===== src/rtl/cbe_pkg.sv =====
/*
  Constants and types shared by the branch execution unit: opcodes,
  clock-state lengths of each machine cycle and the sequencer states.
  Assumes one clock cycle of the core clock equals one clock state.
*/
package cbe_pkg;

  // ---------------------------------------------------------------
  // Opcodes
  // ---------------------------------------------------------------
  localparam logic [7:0] OP_REL_NZ = 8'h20;
  localparam logic [7:0] OP_LOOP = 8'h10;
  localparam logic [7:0] OP_JUMP_PTR = 8'hE9;
  localparam logic [7:0] OP_PFX_FIRST = 8'hDD;
  localparam logic [7:0] OP_PFX_SECOND = 8'hFD;

  // ---------------------------------------------------------------
  // Clock states per machine cycle
  // ---------------------------------------------------------------
  localparam logic [2:0] T_FETCH = 3'h4;
  localparam logic [2:0] T_FETCH_LOOP = 3'h5;
  localparam logic [2:0] T_READ = 3'h3;
  localparam logic [2:0] T_ADD = 3'h5;
  localparam logic [2:0] T_SAMPLE = 3'h2;

  // ---------------------------------------------------------------
  // Totals reported at completion
  // ---------------------------------------------------------------
  localparam logic [3:0] TT_REL_TAKEN = 4'hC;
  localparam logic [3:0] TT_REL_NOT = 4'h7;
  localparam logic [3:0] TT_PTR = 4'h4;
  localparam logic [3:0] TT_INDEX = 4'h8;
  localparam logic [3:0] TT_LOOP_TAKEN = 4'hD;
  localparam logic [3:0] TT_LOOP_NOT = 4'h8;

  typedef enum logic [2:0] {
    ST_IDLE,
    ST_FETCH,
    ST_PFX,
    ST_DISP,
    ST_ADD
  } cbe_state_e;

endpackage : cbe_pkg


===== src/rtl/cbe_branch_unit.sv =====
/*
  Branch execution unit: fetches and executes the relative jump on a
  clear zero flag, the indirect jumps through the pointer pair and the
  two index registers, and the decrement-and-branch loop instruction.
  Assumes program memory returns the addressed byte on mem_data_i by
  the third clock state of a read and that register inputs are stable
  while busy_o is high.
*/
// Function
// - Opcode 20 is jump on clear zero
// - Taken: add displacement, 3 cycles, 12 states
// - Zero set: fall through, 2 cycles, 7
// - Reach spans minus 126 to plus 129
// - Displacement added to twice advanced counter
// - Pointer pair jump: one cycle, four states
// - DD E9 loads first index, 8 states
// - FD E9 loads second index likewise
// - Opcode 10 decrements counter, nonzero branches, 13
// - Counter zero falls through, 8 states
// - Loop decides on counter, flags untouched
module cbe_branch_unit
  import cbe_pkg::*;
(
  input wire logic clock_i,
  input wire logic rst_i,
  input wire logic start_i,
  input wire logic [15:0] pc_i,
  input wire logic zero_flag_i,
  input wire logic [7:0] loop_count_i,
  input wire logic [15:0] pointer_pair_i,
  input wire logic [15:0] first_index_i,
  input wire logic [15:0] second_index_i,
  input wire logic [7:0] mem_data_i,
  output logic [15:0] mem_addr_o,
  output logic mem_rd_o,
  output logic busy_o,
  output logic done_o,
  output logic unsupported_o,
  output logic [15:0] program_counter_o,
  output logic [7:0] loop_count_o,
  output logic loop_count_we_o,
  output logic [3:0] tstate_count_o,
  output logic [1:0] mcycle_count_o
);
  import cbe_pkg::*;

  typedef struct packed {
    cbe_state_e st;
    logic [2:0] t;
    logic [7:0] op;
    logic second_sel;
    logic [7:0] disp;
    logic [15:0] pc;
    logic [15:0] op_addr;
    logic [7:0] cnt;
    logic cnt_we;
    logic done;
    logic unsup;
    logic [3:0] tc;
    logic [1:0] mc;
  } cbe_state_s;

  cbe_state_s s_reg;
  cbe_state_s s_next;
  logic [2:0] fetch_last;
  logic take;

  // ---------------------------------------------------------------
  // Sequencer
  // ---------------------------------------------------------------
  always_comb begin
    s_next = s_reg;
    s_next.done = 1'b0;
    s_next.unsup = 1'b0;
    s_next.cnt_we = 1'b0;
    fetch_last = (s_reg.op == OP_LOOP) ? T_FETCH_LOOP - 3'h1
                                       : T_FETCH - 3'h1;
    take = 1'b0;
    if (s_reg.st != ST_IDLE) begin
      s_next.t = s_reg.t + 3'h1;
      s_next.tc = s_reg.tc + 4'h1;
    end
    case (s_reg.st)
      ST_IDLE: begin
        if (start_i) begin
          s_next.st = ST_FETCH;
          s_next.pc = pc_i;
          s_next.op_addr = pc_i;
          s_next.op = 8'h00;
          s_next.t = 3'h0;
          s_next.tc = 4'h0;
          s_next.mc = 2'h0;
        end
      end
      ST_FETCH: begin
        if (s_reg.t == T_SAMPLE) begin
          s_next.op = mem_data_i;
        end
        if (s_reg.t == fetch_last) begin
          s_next.t = 3'h0;
          s_next.mc = s_reg.mc + 2'h1;
          s_next.pc = s_reg.pc + 16'h0001;
          case (s_reg.op)
            OP_REL_NZ: s_next.st = ST_DISP;
            OP_LOOP: begin
              s_next.cnt = loop_count_i - 8'h01;
              s_next.cnt_we = 1'b1;
              s_next.st = ST_DISP;
            end
            OP_JUMP_PTR: begin
              s_next.pc = pointer_pair_i;
              s_next.st = ST_IDLE;
              s_next.done = 1'b1;
            end
            OP_PFX_FIRST, OP_PFX_SECOND: begin
              s_next.second_sel = (s_reg.op == OP_PFX_SECOND);
              s_next.st = ST_PFX;
            end
            default: begin
              s_next.st = ST_IDLE;
              s_next.done = 1'b1;
              s_next.unsup = 1'b1;
            end
          endcase
        end
      end
      ST_PFX: begin
        if (s_reg.t == T_SAMPLE) begin
          s_next.op = mem_data_i;
        end
        if (s_reg.t == T_FETCH - 3'h1) begin
          s_next.t = 3'h0;
          s_next.mc = s_reg.mc + 2'h1;
          s_next.st = ST_IDLE;
          s_next.done = 1'b1;
          if (s_reg.op == OP_JUMP_PTR) begin
            s_next.pc = s_reg.second_sel ? second_index_i : first_index_i;
          end else begin
            s_next.pc = s_reg.pc + 16'h0001;
            s_next.unsup = 1'b1;
          end
        end
      end
      ST_DISP: begin
        if (s_reg.t == T_SAMPLE) begin
          s_next.disp = mem_data_i;
          s_next.t = 3'h0;
          s_next.mc = s_reg.mc + 2'h1;
          s_next.pc = s_reg.pc + 16'h0001;
          if (s_reg.op == OP_LOOP) begin
            take = (s_reg.cnt != 8'h00);
          end else begin
            take = !zero_flag_i;
          end
          s_next.st = take ? ST_ADD : ST_IDLE;
          s_next.done = !take;
        end
      end
      ST_ADD: begin
        if (s_reg.t == T_ADD - 3'h1) begin
          s_next.t = 3'h0;
          s_next.mc = s_reg.mc + 2'h1;
          s_next.pc = s_reg.pc + {{8{s_reg.disp[7]}}, s_reg.disp};
          s_next.st = ST_IDLE;
          s_next.done = 1'b1;
        end
      end
      default: begin
        s_next.st = ST_IDLE;
      end
    endcase
  end

  always_ff @(posedge clock_i) begin
    if (rst_i) begin
      s_reg <= '0;
    end else begin
      s_reg <= s_next;
    end
  end

  // ---------------------------------------------------------------
  // Outputs
  // ---------------------------------------------------------------
  // The unit has no flag outputs, so no condition flag can change.
  assign mem_addr_o = s_reg.pc;
  assign mem_rd_o = (s_reg.st == ST_FETCH) || (s_reg.st == ST_PFX) ||
                    (s_reg.st == ST_DISP);
  assign busy_o = (s_reg.st != ST_IDLE);
  assign done_o = s_reg.done;
  assign unsupported_o = s_reg.unsup;
  assign program_counter_o = s_reg.pc;
  assign loop_count_o = s_reg.cnt;
  assign loop_count_we_o = s_reg.cnt_we;
  assign tstate_count_o = s_reg.tc;
  assign mcycle_count_o = s_reg.mc;

  // ---------------------------------------------------------------
  // Checks
  // ---------------------------------------------------------------
  AST_REL_DECODE: assert property (
    @(posedge clock_i) disable iff (rst_i)
    (s_reg.st == ST_FETCH && s_reg.t == 3'h3 && s_reg.op == OP_REL_NZ)
    |=> (s_reg.st == ST_DISP) ##3 (s_reg.st != ST_DISP))
    else $error("relative jump opcode not decoded");

  AST_REL_TAKEN_TIME: assert property (
    @(posedge clock_i) disable iff (rst_i)
    (done_o && !unsupported_o && s_reg.op == OP_REL_NZ && s_reg.mc == 2'h3)
    |-> (tstate_count_o == TT_REL_TAKEN))
    else $error("taken relative jump has wrong state count");

  AST_REL_NOT_TAKEN: assert property (
    @(posedge clock_i) disable iff (rst_i)
    (s_reg.st == ST_DISP && s_reg.t == T_SAMPLE &&
     s_reg.op == OP_REL_NZ && zero_flag_i)
    |=> done_o && mcycle_count_o == 2'h2 &&
        tstate_count_o == TT_REL_NOT &&
        program_counter_o == $past(s_reg.pc) + 16'h0001)
    else $error("relative jump with zero set did not fall through");

  AST_REACH: assert property (
    @(posedge clock_i) disable iff (rst_i)
    (done_o && s_reg.mc == 2'h3)
    |-> (16'(program_counter_o - s_reg.op_addr + 16'h007E) <= 16'h00FF))
    else $error("branch target outside reach");

  AST_DISP_ADD: assert property (
    @(posedge clock_i) disable iff (rst_i)
    (s_reg.st == ST_DISP && s_reg.t == T_SAMPLE && s_next.st == ST_ADD)
    |-> ##6 (done_o && program_counter_o == $past(s_reg.op_addr, 6) +
             16'h0002 + {{8{$past(mem_data_i[7], 6)}},
             $past(mem_data_i, 6)}))
    else $error("displacement not added to advanced counter");

  AST_SIGN_EXT: assert property (
    @(posedge clock_i) disable iff (rst_i)
    (done_o && s_reg.mc == 2'h3 && s_reg.disp[7])
    |-> (16'(program_counter_o - s_reg.op_addr - 16'h0002) >= 16'hFF80))
    else $error("negative displacement did not move backward");

  AST_PTR_JUMP: assert property (
    @(posedge clock_i) disable iff (rst_i)
    (done_o && s_reg.mc == 2'h1 && !unsupported_o)
    |-> (tstate_count_o == TT_PTR &&
         program_counter_o == $past(pointer_pair_i)))
    else $error("pointer pair jump wrong");

  AST_FIRST_INDEX: assert property (
    @(posedge clock_i) disable iff (rst_i)
    (s_reg.st == ST_PFX && s_reg.t == 3'h3 && s_reg.op == OP_JUMP_PTR &&
     !s_reg.second_sel)
    |=> done_o && tstate_count_o == TT_INDEX &&
        program_counter_o == $past(first_index_i))
    else $error("first index jump wrong");

  AST_SECOND_INDEX: assert property (
    @(posedge clock_i) disable iff (rst_i)
    (s_reg.st == ST_PFX && s_reg.t == 3'h3 && s_reg.op == OP_JUMP_PTR &&
     s_reg.second_sel)
    |=> done_o && tstate_count_o == TT_INDEX &&
        program_counter_o == $past(second_index_i))
    else $error("second index jump wrong");

  AST_LOOP_TAKEN: assert property (
    @(posedge clock_i) disable iff (rst_i)
    (done_o && s_reg.op == OP_LOOP && s_reg.mc == 2'h3)
    |-> (tstate_count_o == TT_LOOP_TAKEN && loop_count_o != 8'h00))
    else $error("taken loop branch wrong");

  AST_LOOP_FALL: assert property (
    @(posedge clock_i) disable iff (rst_i)
    (done_o && s_reg.op == OP_LOOP && s_reg.mc == 2'h2)
    |-> (tstate_count_o == TT_LOOP_NOT && loop_count_o == 8'h00))
    else $error("loop fall through wrong");

  AST_LOOP_COUNTER: assert property (
    @(posedge clock_i) disable iff (rst_i)
    (s_reg.st == ST_FETCH && s_reg.t == 3'h4 && s_reg.op == OP_LOOP)
    |=> loop_count_we_o && loop_count_o == $past(loop_count_i) - 8'h01
        ##3 ((s_reg.st == ST_ADD) == (loop_count_o != 8'h00)))
    else $error("loop decision not on decremented counter");

endmodule : cbe_branch_unit


===== config.mk =====
export PLATFORM = sky130hd
export DESIGN_NAME = cbe_branch_unit
export DESIGN_NICKNAME = d
export VERILOG_FILES = /design/src/rtl/cbe_pkg.sv /design/src/rtl/cbe_branch_unit.sv
export SDC_FILE = /design/constraint.sdc
export NUM_CORES = 1
export LEC_CHECK = 0
export BUFFER_PORTS_ARGS = -buffer_cell sky130_fd_sc_hd__buf_2
export CAP_MARGIN = 15
export CORE_MARGIN = 2
export CORE_UTILIZATION = 57
export DETAILED_ROUTE_END_ITERATION = 10
export GPL_TIMING_DRIVEN = 0
export PLACE_DENSITY = 0.95
export REMOVE_ABC_BUFFERS = 1
export SETUP_SLACK_MARGIN = 0.4
export SYNTH_ARGS = -nofsm -noshare
export SYNTH_HDL_FRONTEND = slang
export SYNTH_SLANG_ARGS = --single-unit

===== constraint.sdc =====
create_clock -name clock_i -period 3.8 [get_ports clock_i]
set_input_delay 0.38 -clock clock_i [delete_from_list [all_inputs] [get_ports clock_i]]
set_output_delay 0.38 -clock clock_i [all_outputs]
set_load 0.01 [all_outputs]

[Yosys cells after proc, flatten, opt, wreduce, memory -nomap -nowiden]
Cells that the tools add are included.
Word-level totals
  bits in registers: 72
  bits in latches: 0
  memory bits (writable): 0
  memory bits (read-only): 0
  output and inout port bits: 51
  memories: 0
Cells by class
  add/sub/neg operators: 6
  multipliers: 0
  divide/modulo/power cells: 0
  order comparisons: 0
  eq/ne operators: 19
  shift operators: 0
  multiplexer cells: 43
  bitwise operators: 2
  reduce and logical (&&, ||, !) cells: 22
Operator list (count)
  $mux W16: 7
  $pmux W16 S5: 1
  $mux W32: 1
  $mux W6: 5
  $pmux W3 S5: 2
  $eq A8 B8 Y1 const B: 3
  $add A16 B1 Y16 const B: 1
  $add A16 B16 Y16: 1
  $pmux W8 S2: 1
  $mux W14: 1
  $eq A3 B2 Y1 const B: 4
  $mux W2: 6
  $ne A2 B2 Y1 const B: 5
  $pmux W2 S5: 1
  $mux W1: 9
  $mux W3: 3
  $reduce_and A3 Y1: 3
  $eq A8 B5 Y1 const B: 1
  $eq A8 B6 Y1 const B: 1
  $mux W4: 2
  $mux W8: 1
  $reduce_bool A8 Y1: 1
  $sub A8 B1 Y8 const B: 1
  $eq A3 B3 Y1 const B: 2
  other kinds (23): 29

[Longest topological paths before layout]
  depth after elaboration: 7
  gate-level depth with buffers: 9
  mapped depth without buffers: 9

[Least setup slack after synthesis]
OpenSTA, ideal clock, no wires.
  kind: reg-to-reg
  start: reg s_reg[70] in the netlist's numbering
  end: reg s_reg (netlist bit mem_addr_o[5])
  setup time: 91 ps
  arrival time: 2004 ps
  required time: 3709 ps
  slack: 1705 ps
  cell stages (with the launch flop): 10
  clock period less this slack: 2095 ps
  cell sequence: dfxtp_1 -> buf_2 -> nor3_4 -> clkinv_1 -> a21boi_1 -> buf_2 -> nand2_1 -> o21ai_0 -> a21oi_1 -> a311oi_1
Between the ends
  cells in the longest elaborated chain, start to end: 3
RTL lines
  start, declared: line cbe_branch_unit.sv:63  | cbe_state_s s_reg;
  start signal, assigned: line cbe_branch_unit.sv:178  | s_reg <= s_next;
  $eq A3 B1 Y1, or another cell as far along: line cbe_branch_unit.sv:83  | case (s_reg.st)
  $reduce_bool A5 Y1 (no line) or $ne A2 B2 Y1 (tied branches)
  $reduce_and A6 Y1 (no line)
Parallel ways exist; a longest one is shown, timed or not.
A chain may end at the register's enable or synchronous reset.

[Worst setup path after layout]
  start: reg s_reg[69] in the netlist's numbering
  end: reg s_reg (netlist bit mem_addr_o[15])
Same word-level chain as after synthesis.

==> parameters.txt <==
Parameter                              Value

Status
  Result of the run    complete, no violations

Synthesis
  Count of yosys warnings during synthesis    0
  Instance count of the mapped netlist    604
  Largest cells by area after synthesis    sky130_fd_sc_hd__dfxtp_1 24%, sky130_fd_sc_hd__buf_4 7.4%, sky130_fd_sc_hd__ha_1 5.9%, sky130_fd_sc_hd__nor2_1 5.2%, sky130_fd_sc_hd__a211oi_1 4.4%
  Count of cell types in the netlist    63
  Top cell types by occurrence after synthesis    65 x sky130_fd_sc_hd__nor2_1, 56 x sky130_fd_sc_hd__dfxtp_1, 48 x sky130_fd_sc_hd__nand2_1
  Cell accounting for the most synthesized area    sky130_fd_sc_hd__dfxtp_1
  Sequential element share of the synthesized area    24.1%
  Mean cell area of the mapped netlist    7.70 sq um
  Fraction of post-synthesis cell area in the top cell type by area    24.1%
  Cell area after technology mapping    0.00465 sq mm
  Most common cell in the synthesized netlist    sky130_fd_sc_hd__nor2_1
  Count of flip-flops with a built-in enable after synthesis    0
  Number of flip-flops and latches in the synthesized netlist    56
  Main flop type after synthesis    sky130_fd_sc_hd__dfxtp_1
  Post-synth ARST share    0%

Worst setup path
  Internal reg-to-reg setup slack    810 ps
  Critical path arrival    3150 ps
  Worst r2r src    s_reg[69]
  Slowest Stage Delay on Critical Path    730 ps
  Category of the critical setup timing path    flop to flop
  Maximum fanout along the worst path    25
  Crit-path slowest cell    sky130_fd_sc_hd__nor3b_2
  Logic depth of the worst register-to-register path    8
  Capturing point of the worst reg2reg path    mem_addr_o[15]
  Critical-path cell list    nor3b_2, buf_8, nand2_1, mux2i_1, nor2_2, buf_8, o21ai_0, o22ai_1
  Worst EP required    3960 ps
  Cell with the most instances on the worst path    sky130_fd_sc_hd__buf_8
  Endpoint type of the worst setup path    flop
  Critical Path Source Type    flop

Global routing
  Global-route wire length before repair    21,300 um
  Antenna violations before repair    0
  GRT Overall Usage    30.1%
  Number of global-route vias before repair    4,504
  Global route total overflow    0
  Maximum number of pins on one net before global-route repair    58

Pwr
  Fraction of power consumed by the clock network    28.8%
  Peak VDD IR    0.197 mV
  Sequential fraction of design power    45.3%
  Total power divided by cell area    284 mW/mm^2
  Sw frac    33.4%
  Leakage power figure    2.17 nW
  Reported net switching power    489 uW
  Comb pwr share    25.9%
  Internal cell power    975 uW

Clocking
  Root Driver    sky130_fd_sc_hd__clkbuf_8
  Hold Buf Count CTS    0
  Number of buffers on the longest clock path    2
  Clock sink count    56
  Insertion delay of the later-clocked pin in the worst-skew pair    320 ps
  CTS tree    built
  Number of buffers created by CTS    5
  Postcts setup bufs    0
  H-tree Lvls    2
  Cells resized by post-CTS repair    0
  CTS clk-pin slew, worst paths    110 ps

Placed design
  Total cell area at the placement stage    0.00504 sq mm
  Number of I/O port buffers    134
  Placement-stage worst setup slack    927 ps
  Half-perimeter wire length after placement    10,300 um
  Final weighted congestion in routability-driven placement    0.916
  Placed instance count    768

Timing
  Top achievable clock speed    0.335 GHz
  Slew @ Worst Pin    1160 ps
  Number of setup violations in the final report    0
  Final-report hold violation count    0
  Final Cycle Share    78.6%
  Worst clock skew    9.19 ps
  Unrepaired setup endpoints after global routing    no
  Slew Viols, Final    0
  Final setup TNS    0 ps
  Final critical-path required period    2990 ps
  Worst slew margin relative to its limit    22.1%
  Final critical-path setup slack    814 ps

Die
  Floorplan die area    0.00889 sq mm
  Core area    0.00781 sq mm
  Starting utilization of the core area    59.5%
  Number of placement rows    32
  I/O pin count    135
  Y dimension of the die    94.3 um
  Die width    94.3 um

Layout
  Post-Layout Inst Area    0.00515 sq mm
  Antenna Cells    0
  Core Util, Final    66.0%
  Fill cell instance count of the final layout    674
  Syn-to-layout area delta    10.9%
  Flip-flop count of the largest register, all copies and words added    23
  Final Non-Filler Cells    776
  Net count, final    780
  Layout cells sized above 1    25.5%

Route
  Number of search-and-repair iterations in the first detailed-routing pass    5
  Routed Wire Length    13,400 um
  Post-detailed-route count of antenna-violating nets    0
  1st-iter DRT viols    371
  Drc violations    0
  Detailed-route vias per instance    6.26
  Vias after detailed routing    4,855
  Detail-routed net length per standard cell    17.2 um

Hold path
  Endpoint with the worst hold slack    loop_count_o[0]
  Min-Delay Path Class    primary input to flop
  Hold path cells    2
  Hold Crit Start    loop_count_i[0]

Flow run
  Count of max-cap constraint violations    0
## power by group through the flow
stage | sequential, mW | combinational (mW) | clock [mW]
2_1_floorplan | 0.683 | 0.196 | 0
3_3_place_gp | 0.673 | 0.354 | 0
3_5_place_dp | 0.676 | 0.372 | 0
4_1_cts | 0.662 | 0.374 | 0.421
5_1_grt | 0.669 | 0.416 | 0.445
6_report | 0.663 | 0.379 | 0.422
## kinds of logic after synthesis
logic type | count (synthesis) | synth area share, %
multiplexers | 27 | 6.27
AO/OA/AOI/OAI | 172 | 24.7
buffers and inverters | 94 | 11.4
adder cells (fa/ha/maj) | 23 | 6.35
AND/OR/NAND/NOR | 207 | 22.4
flip-flops | 56 | 24.1
XOR/XNOR | 25 | 4.71
## per-stage QoR
stage	hold WS [ps]	total power, mW
after floorplan	448	0.879
after global placement	468	1.03
after detailed placement	487	1.05
after CTS	258	1.46
after global routing	259	1.53
final	257	1.46
## worst max-delay path by stage
| stage | from | end | cells past startpoint |
|---|---|---|---|
| final | s_reg[69] | mem_addr_o[15] | 8 |
| after global routing | s_reg[69] | mem_addr_o[3] | 7 |
| after CTS | s_reg[69] | mcycle_count_o[1] | 7 |
| after detailed placement | s_reg[69] | mem_addr_o[15] | 8 |
| after global placement | s_reg[70] | mem_addr_o[10] | 6 |
| after floorplan | s_reg[69] | mem_addr_o[15] | 6 |
## layout by cell type, fill, tap and decap left out, types with 11 or more instances in the layout
cell type	instances
sky130_fd_sc_hd__buf_2	135
sky130_fd_sc_hd__nor2_1	64
sky130_fd_sc_hd__dfxtp_1	56
sky130_fd_sc_hd__nand2_1	48
sky130_fd_sc_hd__a21oi_1	37
sky130_fd_sc_hd__o21ai_0	30
sky130_fd_sc_hd__a211oi_1	27
sky130_fd_sc_hd__nand3_1	23
sky130_fd_sc_hd__ha_1	22
sky130_fd_sc_hd__a22oi_1	21
sky130_fd_sc_hd__mux2_2	17
sky130_fd_sc_hd__inv_1	16
sky130_fd_sc_hd__xnor2_1	15
sky130_fd_sc_hd__nor3_1	11
## layout make-up
type | instances | area (sq um) | area share, %
multi-input cells | 454 | 3000 | 58.3
repair buffers | 139 | 724 | 14.1
clock buffers | 5 | 68.8 | 1.33
clock inverters | 3 | 46.3 | 0.898
flip-flops and latches | 56 | 1120 | 21.7
well taps | 102 | 128 | 2.48
inverters | 17 | 63.8 | 1.24
## worst max-delay path: cells and delay by family (launching register included)
family	cells	cell delay, ps
flip-flops	1	650
buffers and inverters	2	440
AO/OA/AOI/OAI	2	290
multiplexers	1	470
AND/OR/NAND/NOR	3	960
## per-layer routing
metal	wire length, um	GRT usage, %	up-vias	share of wire, %
met5	0	0	-	0
met4	377	11.5	0	2.8
met3	1140	3.85	34	8.6
met2	6250	50.1	237	47
met1	5600	39.9	2281	42
li1	-	-	2303	-
Note: power is estimated with default switching activity, not from simulation.
